**src/akc_defs.svh**
```systemverilog
`ifndef AKC_DEFS_SVH
`define AKC_DEFS_SVH

// ----------------------------------------------------------------
// byte layout: bit 7 of the byte is the msb
// ----------------------------------------------------------------
`define AKC_REQ_MSB 7
`define AKC_REQ_LSB 4
`define AKC_NUM_MSB 3
`define AKC_NUM_LSB 0

// ----------------------------------------------------------------
// staging patterns and transmit forcing values
// ----------------------------------------------------------------
`define AKC_PAT_ZEROS 8'h00
`define AKC_PAT_ONES 8'hFF
`define AKC_PAT_DEFAULT 8'hAA
`define AKC_TX_DEFAULT 8'h00
`define AKC_TX_ILLEGAL 8'hFF
`define AKC_RST_BYTE 8'h00

// ----------------------------------------------------------------
// request codes, ring mode
// ----------------------------------------------------------------
`define AKC_RING_NR 4'h0
`define AKC_RING_RR_R 4'h1
`define AKC_RING_RR_S 4'h2
`define AKC_RING_EX_R 4'h3
`define AKC_RING_EX_S 4'h4
`define AKC_RING_WTR 4'h5
`define AKC_RING_MS_R 4'h6
`define AKC_RING_MS_S 4'h7
`define AKC_RING_SD_R 4'h8
`define AKC_RING_SD_S 4'h9
`define AKC_RING_SD_P 4'hA
`define AKC_RING_SF_R 4'hB
`define AKC_RING_SF_S 4'hC
`define AKC_RING_FS_R 4'hD
`define AKC_RING_FS_S 4'hE
`define AKC_RING_LO_S 4'hF

// ----------------------------------------------------------------
// request codes, span mode
// ----------------------------------------------------------------
`define AKC_SPAN_NR 4'h0
`define AKC_SPAN_DNR 4'h1
`define AKC_SPAN_RR 4'h2
`define AKC_SPAN_UN3 4'h3
`define AKC_SPAN_EX 4'h4
`define AKC_SPAN_UN5 4'h5
`define AKC_SPAN_WTR 4'h6
`define AKC_SPAN_UN7 4'h7
`define AKC_SPAN_MS 4'h8
`define AKC_SPAN_UN9 4'h9
`define AKC_SPAN_SD_LO 4'hA
`define AKC_SPAN_SD_HI 4'hB
`define AKC_SPAN_SF_LO 4'hC
`define AKC_SPAN_SF_HI 4'hD
`define AKC_SPAN_FS 4'hE
`define AKC_SPAN_LO 4'hF

`endif

```
**src/akc_pkg.sv**
```systemverilog
package akc_pkg;

    // staged byte source
    typedef enum logic [1:0] {
        SEL_ZEROS = 2'b00, SEL_ONES = 2'b01,
        SEL_DEFAULT = 2'b10, SEL_USER = 2'b11
    } akc_sel_t;

    // transmit action
    typedef enum logic [1:0] {
        TX_USER = 2'b00, TX_DEFAULT = 2'b01,
        TX_ILLEGAL = 2'b10, TX_NONE = 2'b11
    } akc_tx_t;

    // decoded request names for both modes
    typedef enum logic [4:0] {
        REQ_NONE = 5'b00000, REQ_RR_RING = 5'b00001,
        REQ_RR_SPAN = 5'b00010, REQ_EX_RING = 5'b00011,
        REQ_EX_SPAN = 5'b00100, REQ_WTR = 5'b00101,
        REQ_MS_RING = 5'b00110, REQ_MS_SPAN = 5'b00111,
        REQ_SD_RING = 5'b01000, REQ_SD_SPAN = 5'b01001,
        REQ_SD_PROT = 5'b01010, REQ_SF_RING = 5'b01011,
        REQ_SF_SPAN = 5'b01100, REQ_FS_RING = 5'b01101,
        REQ_FS_SPAN = 5'b01110, REQ_LO_SPAN = 5'b01111,
        REQ_DNR = 5'b10000, REQ_RR = 5'b10001,
        REQ_EX = 5'b10010, REQ_MS = 5'b10011,
        REQ_SD_LO = 5'b10100, REQ_SD_HI = 5'b10101,
        REQ_SF_LO = 5'b10110, REQ_SF_HI = 5'b10111,
        REQ_FS = 5'b11000, REQ_LO = 5'b11001,
        REQ_UNUSED = 5'b11010
    } akc_req_t;

    // the two switching bytes of one frame
    typedef struct packed {
        logic [7:0] k1;
        logic [7:0] k2;
    } akc_kpair_t;

    // decoded first switching byte
    typedef struct packed {
        akc_req_t req;
        logic named;
        logic [3:0] num;
    } akc_dec_t;

endpackage

```
**src/akc_composer.sv**
```systemverilog
`timescale 1ns/1ps
`include "akc_defs.svh"

// Overview of operation
// - switching commands ride only in the two switching bytes of each frame.
// - first byte carries the switch request; second carries extra information.
// - one ring/span mode governs decoding in both directions; staged and sent bytes do not depend on it.
// - staged byte loads as zeros, ones, alternating default, or any value.
// - ring: no request 0000, reverse ring 0001, reverse span 0010.
// - ring: exerciser ring 0011, exerciser span 0100, wait-to-restore 0101.
// - ring: manual switch ring 0110, manual switch span 0111.
// - ring: degrade ring 1000, degrade span 1001, degrade protection 1010.
// - ring: signal fail ring 1011, signal fail span 1100.
// - ring: forced ring 1101, forced span 1110, lockout span 1111.
// - span: none 0000, no-revert 0001, reverse 0010, exerciser 0100, wtr 0110.
// - span: manual 1000, degrade low 1010, degrade high 1011.
// - span: fail low 1100, fail high 1101, forced 1110, lockout 1111.
// - span codes 0011, 0101, 0111, 1001 decode as unused.
// - low nibble is a plain number zero to fifteen in either mode.
// - staging edits never touch transmit; only a transmit action copies.
// - transmit-default forces both bytes to zeros, transmit-illegal to ones.
// - no transmit update while line alarm or far-end failure is sent.
// - received bytes are captured and decoded per the current mode.
module akc_composer import akc_pkg::*; #(
    parameter int KW = 8
) (
    // clock, reset, enable
    input wire logic clk_sys_in,
    input wire logic rstn_in,
    input wire logic ce_in,
    // mode
    input wire logic mode_ring_in,
    // staging
    input wire logic setup_load_in,
    input wire logic setup_k2_in,
    input wire akc_sel_t setup_sel_in,
    input wire logic [7:0] setup_byte_in,
    input wire logic setup_req_we_in,
    input wire logic [3:0] setup_req_in,
    input wire logic setup_num_we_in,
    input wire logic [3:0] setup_num_in,
    // transmit action and line alarms
    input wire logic tx_go_in,
    input wire akc_tx_t tx_cmd_in,
    input wire logic line_ais_in,
    input wire logic line_ferf_in,
    // receive side
    input wire logic rx_frame_in,
    input wire akc_kpair_t rx_bytes_in,
    // status and bytes
    output logic mode_ring_out,
    output akc_kpair_t setup_out,
    output akc_kpair_t tx_bytes_out,
    output logic tx_refused_out,
    output akc_kpair_t rx_bytes_out,
    output logic rx_new_out,
    output akc_dec_t tx_dec_out,
    output akc_dec_t rx_dec_out
);

    // ----------------------------------------------------------------
    // parameter check
    // ----------------------------------------------------------------
    if (KW != 8) begin : g_kw_check
        $error("akc_composer: switching bytes are eight bits wide");
    end

    // ----------------------------------------------------------------
    // declarations
    // ----------------------------------------------------------------
    logic next_mode_ring;
    akc_kpair_t next_setup;
    akc_kpair_t next_tx_bytes;
    logic next_tx_refused;
    akc_kpair_t next_rx_bytes;
    logic next_rx_new;
    akc_dec_t next_tx_dec;
    akc_dec_t next_rx_dec;
    akc_dec_t tx_dec_w;
    akc_dec_t rx_dec_w;

    // picks the pattern for a staged byte
    function automatic logic [7:0] pick_pattern(input akc_sel_t sel,
                                                input logic [7:0] val);
        logic [7:0] res;
        res = val;
        unique case (sel)
            SEL_ZEROS: res = `AKC_PAT_ZEROS;
            SEL_ONES: res = `AKC_PAT_ONES;
            SEL_DEFAULT: res = `AKC_PAT_DEFAULT;
            SEL_USER: res = val;
        endcase
        return res;
    endfunction

    // ----------------------------------------------------------------
    // mode register
    // ----------------------------------------------------------------
    // one mode for both directions
    always_comb begin
        next_mode_ring = mode_ring_in;
    end

    always_ff @(posedge clk_sys_in or negedge rstn_in) begin
        if (!rstn_in) begin
            mode_ring_out <= 1'b0;
        end else if (ce_in) begin
            mode_ring_out <= next_mode_ring;
        end
    end

    // ----------------------------------------------------------------
    // staged setup bytes
    // ----------------------------------------------------------------
    // full-byte load wins over nibble edits in the same cycle
    always_comb begin
        next_setup = setup_out;
        if (setup_load_in) begin
            if (setup_k2_in) begin
                next_setup.k2 = pick_pattern(setup_sel_in,
                                             setup_byte_in);
            end else begin
                next_setup.k1 = pick_pattern(setup_sel_in,
                                             setup_byte_in);
            end
        end else begin
            if (setup_req_we_in) begin
                next_setup.k1[`AKC_REQ_MSB:`AKC_REQ_LSB] =
                    setup_req_in;
            end
            if (setup_num_we_in) begin
                next_setup.k1[`AKC_NUM_MSB:`AKC_NUM_LSB] =
                    setup_num_in;
            end
        end
    end

    always_ff @(posedge clk_sys_in or negedge rstn_in) begin
        if (!rstn_in) begin
            setup_out <= {`AKC_RST_BYTE, `AKC_RST_BYTE};
        end else if (ce_in) begin
            setup_out <= next_setup;
        end
    end

    // ----------------------------------------------------------------
    // transmitted bytes
    // ----------------------------------------------------------------
    // only a transmit action changes the sent bytes; alarms block it
    always_comb begin
        next_tx_bytes = tx_bytes_out;
        next_tx_refused = 1'b0;
        if (tx_go_in && tx_cmd_in != TX_NONE) begin
            if (line_ais_in || line_ferf_in) begin
                next_tx_refused = 1'b1;
            end else begin
                unique case (tx_cmd_in)
                    TX_USER: next_tx_bytes = setup_out;
                    TX_DEFAULT: next_tx_bytes =
                        {`AKC_TX_DEFAULT, `AKC_TX_DEFAULT};
                    TX_ILLEGAL: next_tx_bytes =
                        {`AKC_TX_ILLEGAL, `AKC_TX_ILLEGAL};
                    TX_NONE: next_tx_bytes = tx_bytes_out;
                endcase
            end
        end
    end

    always_ff @(posedge clk_sys_in or negedge rstn_in) begin
        if (!rstn_in) begin
            tx_bytes_out <= {`AKC_RST_BYTE, `AKC_RST_BYTE};
            tx_refused_out <= 1'b0;
        end else if (ce_in) begin
            tx_bytes_out <= next_tx_bytes;
            tx_refused_out <= next_tx_refused;
        end
    end

    // ----------------------------------------------------------------
    // received bytes
    // ----------------------------------------------------------------
    // capture the pair once per frame strobe
    always_comb begin
        next_rx_bytes = rx_bytes_out;
        next_rx_new = 1'b0;
        if (rx_frame_in) begin
            next_rx_bytes = rx_bytes_in;
            next_rx_new = 1'b1;
        end
    end

    always_ff @(posedge clk_sys_in or negedge rstn_in) begin
        if (!rstn_in) begin
            rx_bytes_out <= {`AKC_RST_BYTE, `AKC_RST_BYTE};
            rx_new_out <= 1'b0;
        end else if (ce_in) begin
            rx_bytes_out <= next_rx_bytes;
            rx_new_out <= next_rx_new;
        end
    end

    // ----------------------------------------------------------------
    // decoding of the request-bearing byte
    // ----------------------------------------------------------------
    // first byte alone holds the request
    akc_decode u_tx_dec (
        .mode_ring_in(mode_ring_out),
        .byte_in(tx_bytes_out.k1),
        .dec_out(tx_dec_w)
    );

    akc_decode u_rx_dec (
        .mode_ring_in(mode_ring_out),
        .byte_in(rx_bytes_out.k1),
        .dec_out(rx_dec_w)
    );

    // register the decoded views
    always_comb begin
        next_tx_dec = tx_dec_w;
        next_rx_dec = rx_dec_w;
    end

    always_ff @(posedge clk_sys_in or negedge rstn_in) begin
        if (!rstn_in) begin
            tx_dec_out <= '{req: REQ_NONE, named: 1'b1, num: 4'h0};
            rx_dec_out <= '{req: REQ_NONE, named: 1'b1, num: 4'h0};
        end else if (ce_in) begin
            tx_dec_out <= next_tx_dec;
            rx_dec_out <= next_rx_dec;
        end
    end
endmodule

```
**src/akc_decode.sv**
```systemverilog
`timescale 1ns/1ps
`include "akc_defs.svh"

module akc_decode import akc_pkg::*; (
    // mode and byte
    input wire logic mode_ring_in,
    input wire logic [7:0] byte_in,
    // decoded result
    output akc_dec_t dec_out
);

    logic [3:0] code;

    // ----------------------------------------------------------------
    // request field and number field
    // ----------------------------------------------------------------
    // upper nibble is the request, lower nibble the number
    assign code = byte_in[`AKC_REQ_MSB:`AKC_REQ_LSB];

    // request name depends on the mode
    always_comb begin
        dec_out.num = byte_in[`AKC_NUM_MSB:`AKC_NUM_LSB];
        dec_out.named = 1'b1;
        dec_out.req = REQ_NONE;
        if (mode_ring_in) begin
            unique case (code)
                `AKC_RING_NR: dec_out.req = REQ_NONE;
                `AKC_RING_RR_R: dec_out.req = REQ_RR_RING;
                `AKC_RING_RR_S: dec_out.req = REQ_RR_SPAN;
                `AKC_RING_EX_R: dec_out.req = REQ_EX_RING;
                `AKC_RING_EX_S: dec_out.req = REQ_EX_SPAN;
                `AKC_RING_WTR: dec_out.req = REQ_WTR;
                `AKC_RING_MS_R: dec_out.req = REQ_MS_RING;
                `AKC_RING_MS_S: dec_out.req = REQ_MS_SPAN;
                `AKC_RING_SD_R: dec_out.req = REQ_SD_RING;
                `AKC_RING_SD_S: dec_out.req = REQ_SD_SPAN;
                `AKC_RING_SD_P: dec_out.req = REQ_SD_PROT;
                `AKC_RING_SF_R: dec_out.req = REQ_SF_RING;
                `AKC_RING_SF_S: dec_out.req = REQ_SF_SPAN;
                `AKC_RING_FS_R: dec_out.req = REQ_FS_RING;
                `AKC_RING_FS_S: dec_out.req = REQ_FS_SPAN;
                `AKC_RING_LO_S: dec_out.req = REQ_LO_SPAN;
            endcase
        end else begin
            unique case (code)
                `AKC_SPAN_NR: dec_out.req = REQ_NONE;
                `AKC_SPAN_DNR: dec_out.req = REQ_DNR;
                `AKC_SPAN_RR: dec_out.req = REQ_RR;
                `AKC_SPAN_EX: dec_out.req = REQ_EX;
                `AKC_SPAN_WTR: dec_out.req = REQ_WTR;
                `AKC_SPAN_MS: dec_out.req = REQ_MS;
                `AKC_SPAN_SD_LO: dec_out.req = REQ_SD_LO;
                `AKC_SPAN_SD_HI: dec_out.req = REQ_SD_HI;
                `AKC_SPAN_SF_LO: dec_out.req = REQ_SF_LO;
                `AKC_SPAN_SF_HI: dec_out.req = REQ_SF_HI;
                `AKC_SPAN_FS: dec_out.req = REQ_FS;
                `AKC_SPAN_LO: dec_out.req = REQ_LO;
                `AKC_SPAN_UN3, `AKC_SPAN_UN5, `AKC_SPAN_UN7,
                `AKC_SPAN_UN9: begin
                    dec_out.req = REQ_UNUSED;
                    dec_out.named = 1'b0;
                end
            endcase
        end
    end

endmodule

```
**config.mk**
```make
export PLATFORM = sky130hd
export DESIGN_NAME = akc_composer
export DESIGN_NICKNAME = d
export VERILOG_FILES = /design/src/akc_pkg.sv /design/src/akc_composer.sv /design/src/akc_decode.sv
export VERILOG_INCLUDE_DIRS = /design/src
export SDC_FILE = /design/constraint.sdc
export NUM_CORES = 1
export LEC_CHECK = 0
export BUFFER_PORTS_ARGS = -buffer_cell sky130_fd_sc_hd__buf_2
export CORE_AREA = 3 3 86 88
export DETAILED_ROUTE_END_ITERATION = 10
export DIE_AREA = 0 0 89 91
export PLACE_DENSITY = 0.83
export SYNTH_ARGS = -nofsm -noshare
export SYNTH_HDL_FRONTEND = slang
export SYNTH_SLANG_ARGS = --single-unit
```
**constraint.sdc**
```tcl
create_clock -name clk_sys_in -period 3.25 [get_ports clk_sys_in]
set_input_delay 0.975 -clock clk_sys_in [delete_from_list [all_inputs] [get_ports clk_sys_in]]
set_output_delay 0.975 -clock clk_sys_in [all_outputs]
set_load 0.02 [all_outputs]
```
* Yosys cells after proc, flatten, opt, wreduce, memory -nomap -nowiden
Memories as Yosys holds them, arrays and structs flattened. Cells that the tools add are included. W data, S select, Z words.
Storage, ports and cells: register bits 71, memory bits (read-only) 128, output and inout port bits 71, memories kept 2
Operators by class: eq/ne operators 38, multiplexer cells 17, bitwise operators 2, reduce and logical (&&, ||, !) cells 15
Memories:
- (no name shown) | depth 16, width 4, rd ports 1, clocked after memory_dff 0, write ports 0, line akc_decode.sv:26 | unique case (code)
- (no name shown) | depth 16, width 4, rd ports 1, clocked after memory_dff 0, write ports 0, line akc_decode.sv:26
Operators by type and width (count):
- $pmux W5 S13 | 2
- $eq A4 B4 Y1 const B | 16
- $pmux W16 S3 | 1
- $eq A4 B3 Y1 const B | 8
- $pmux W8 S4 | 1
- $eq A4 B2 Y1 const B | 4
- $mux W8 | 2
- $mux W5 | 2
- $reduce_and A3 Y1 | 3
- $eq A2 B2 Y1 const B | 4
- $eq A4 B1 Y1 const B | 2
- $logic_not A4 Y1 | 2
- $mux W4 | 2
- $reduce_or A4 Y1 | 2
- $mux W1 | 7
- $eq A2 B1 Y1 const B | 2
- $logic_not A2 Y1 | 2
- $ne A2 B2 Y1 const B | 2
- $reduce_and A4 Y1 | 1
- $reduce_bool A2 Y1 | 2
- $not A1 Y1 | 2
- $reduce_and A2 Y1 | 1
- $logic_and A1 B1 Y1 | 1
- $logic_or A1 B1 Y1 | 1

* Longest topological paths before layout
word-level depth 4, depth in mapped cells 8

* By module
From an unflattened synthesis, not the netlist that was laid out.
Unflattened totals: cells, all modules 321, area total of the unflattened synthesis 3636.0 um^2
By module, submodules not included:
- akc_composer | instances 1, cells an instance 249, area an instance 3128.0 um^2, sequential area each 1779.2 um^2
- akc_decode | instances 2, cells an instance 36, area an instance 254.0 um^2, sequential area each 0.0 um^2

* Worst setup path after synthesis
Ideal clock, no wire load.
path type input-to-reg, start in tx_cmd_in[0], end reg tx_bytes_out[11] (netlist bit), library setup time 0.083 ns, data arrival time 1.977 ns, required time 3.167 ns, slack 1.190 ns, stages 8, buffers on the path 3, cells stage by stage inv_1 ha_1 buf_2 nor2b_1 clkbuf_2 buf_6 a21oi_1 o21ai_0
On the way: cells in the longest elaborated chain, start to end 3
Ends and longest elaborated chain:
- from (decl) | line akc_composer.sv:44 | input wire akc_tx_t tx_cmd_in,
- $ne A2 B2 Y1 / $eq A2 B2 Y1 (equally long branches) | line akc_composer.sv:153, akc_composer.sv:157
- $logic_and A1 B1 Y1 / $not A1 Y1 (equally long branches)
- $reduce_and A4 Y1 (no source line)
- to (signal assigned) | line akc_composer.sv:171 | tx_bytes_out <= {`AKC_RST_BYTE, `AKC_RST_BYTE};
- to (signal assigned) | line akc_composer.sv:174 | tx_bytes_out <= next_tx_bytes;
- to (decl) | line akc_composer.sv:53 | output akc_kpair_t tx_bytes_out,
Several ways; a longest one is shown, not always the timed one. A chain may end at the register's enable or synchronous reset.

* Final worst setup path
start reg mode_ring_out, end out mode_ring_out
RTL lines:
- from (decl) | line akc_composer.sv:51 | output logic mode_ring_out,
- from (signal assigned) | line akc_composer.sv:108 | mode_ring_out <= next_mode_ring;
No word-level cell between the ends.

==> out/metrics.yaml <==
synthesis:
  syn_avg_cell_area_um2: 10.2
  yosysUniqueCellTypes: 36
  async_reset_ff_share_pct: 100
  yosysSeqAreaShare_pct: 54.0
  synth_edf_count: 0
  yosys_most_used_dff: "dfrtp_1"
  synth-warning-count: 0
  synth_seq_cells: 71
  netlist_instances: 323
  netlist_area_um2: 3300
  synth_fp_nets: 373
final_layout:
  finalNonFillerCells: 513
  nFillCells: 564
  most-common-layout-cells: "buf_2 (117), dfrtp_1 (69), o21ai_0 (53), nand2_1 (39), mux2_2 (36)"
  finalNetCount: 478
  area_growth_pct: 23.5
  layout-drive-gt1-share_pct: 40.9
  n_antenna_cell: 0
  final_common_cell: "buf_2"
detailed_routing:
  drt-wirelength-per-cell_um: 14.1
  ant_nets: 0
  viasPerCell: 5.12
  vias: 2626
  firstDrtPassIters: 4
  finalWirelength_mm: 7.24
  drt_iter0_drc: 82
  drc_errors: 0
global_route:
  grt_pass1_vias: 2522
  grt_overflow: 0
  grt_usage_pct: 18.4
  grt_first_pass_wirelength_mm: 12.0
  grt_antenna_before_repair: 0
  grt_max_degree: 72
power:
  ir_drop_uv: 297
  p_leak_nw: 2.03
  powerDensity_nw_per_um2: 662
timing:
  min_period_over_period_pct: 68.4
  max_freq_ghz: 0.450
  max_slew_margin_pct: 42.3
  rsz0062_at_grt: "no"
  clock_skew_ps: 7.37
  whs_ps: 488
  tns_ps: 0
  tightest_slew_ps: 866
  finalSetupViolCount: 0
  hold_violations: 0
  slew_violations: 0
  fin_crit_ps: 2220
placement:
  dp.cells: 497
  port_buffers: 118
  place_congestion: 0.803
  dp_hpwl_mm: 5.18
floorplan:
  num_io_pins: 119
  std_cell_rows: 30
  start_util_pct: 49.1
  die_h_um: 91
  dieArea_um2: 8100
  die_x_um: 89
  core-area_um2: 6720
setup_path:
  end_kind: "output port"
  path_cells: "buf_2"
  r2r_cells: 4
  r2r_start: "rx_bytes_out[13]"
  cp-start-kind: "register"
  crit_type: "reg -> out"
  cp_max_fo: 16
  cp.buffers_inverters: 1
  r2r_end: "rx_dec_out[9]"
  cp.arrival_ps: 1250
  cp_top_family: "flip-flops"
  cp.required_ps: 2270
  cpMaxStageDelayCell: "dfrtp_1"
  critical_path.max_stage_delay_ps: 670
  rrSetupSlack_ps: 1850
clocking:
  cts_setup_buffers: 0
  cts_resized: 0
  cts_tree: "yes"
  cts_root_buf: "clkbuf_8"
  postCtsHoldBufs: 0
  cts_buffers: 9
  clock-sinks: 71
  path_clk_slew_ps: 80
  clockBufferDepth: 2
  insertion_delay_ps: 320
  cts_max_level: 3
run:
  cap_violations: 0
hold_path:
  whs_path_depth: 2
  worstHoldStart: "tx_bytes_out[1]"
  hold_path.class: "reg -> reg"
  worstHoldEndpoint: "tx_bytes_out[1]"
outcome:
  status: "finished, final reports clean"
per-stage QoR:
step	setup slack, ps	total power [mW]	util (%)	cell area, um2
after floorplan	1190	1.68	-	3300
after global placement	959	1.91	57.3	3850
after detailed placement	874	1.94	57.3	3850
after CTS	1030	2.73	60.6	4070
after global routing	985	2.86	60.6	4070
final	1030	2.70	60.6	4070
per-layer routing:
| metal | track usage, % | up-vias | share of wire (%) |
|---|---|---|---|
| met5 | 0 | - | 0 |
| met2 | 30.3 | 85 | 49 |
| met1 | 24.5 | 1229 | 45 |
| met3 | 3.36 | 4 | 5.9 |
| li1 | - | 1308 | - |
| met4 | 5.71 | 0 | 0.83 |
cell type report:
| class | instances | area (um2) | share of cell area, % |
|---|---|---|---|
| flip-flops and latches | 71 | 1780 | 43.7 |
| multi-input cells | 209 | 1290 | 31.8 |
| repair buffers | 121 | 616 | 15.1 |
| clock buffers | 13 | 159 | 3.90 |
| well taps | 80 | 100 | 2.46 |
| clock inverters | 3 | 65.1 | 1.60 |
| inverters | 16 | 60.1 | 1.47 |
cells in the mapped netlist (3+ instances only):
master,count,share of area [%]
mux2_2,36,12
nand2b_1,3,0.57
buf_4,9,2.0
nand3_1,3,0.46
nor2b_1,7,1.3
buf_2,9,1.4
clkbuf_1,5,0.57
o21ai_0,53,8.0
a21oi_1,20,3.0
nor2_1,14,1.6
a41oi_1,3,0.80
nor3_1,3,0.46
dfrtp_1,69,52
a31oi_1,4,0.76
nand2_1,39,4.4
inv_1,16,1.8
flip-flops by register name (all words and copies together), names as in the netlist:
signal and flops:
mode_ring_out 1, rx_bytes_out 16, rx_dec_out 10, rx_new_out 1, setup_out 16, tx_bytes_out 16
tx_dec_out 10, tx_refused_out 1
worst max-delay path by stage:
stage	to	slack (ps)	depth (start not counted)	from
after floorplan	tx_bytes_out[11]	1190	8	tx_cmd_in[0]
after global placement	tx_bytes_out[15]	960	7	tx_cmd_in[0]
after detailed placement	tx_bytes_out[7]	870	7	tx_cmd_in[0]
after CTS	mode_ring_out	1030	1	mode_ring_out
after global routing	mode_ring_out	990	1	mode_ring_out
final	mode_ring_out	1030	1	mode_ring_out
cells by family after synthesis:
kind of cell / share of synthesized area (%)
adders and majority gates: 0.759
muxes: 12.3
DFF: 54.0
buffers and inverters: 6.79
xor gates and xnor gates: 0.266
AOI/OAI and AO/OA: 14.3
and+or+nand+nor: 11.6
report_power, final:
group	leakage (nW)	total [mW]	switching, mW	internal (mW)
clock network	0.114	0.784	0.310	0.474
logic	1.04	0.721	0.434	0.286
registers	0.876	1.19	0.145	1.05
tightest hold or removal path, delay by kind of cell (launching register included):
| kind | cells | cell delay [ps] |
|---|---|---|
| simple gates | 1 | 40 |
| flops | 1 | 350 |
| compound gates | 1 | 60 |
No activity file was read; power rests on OpenSTA's default activity.
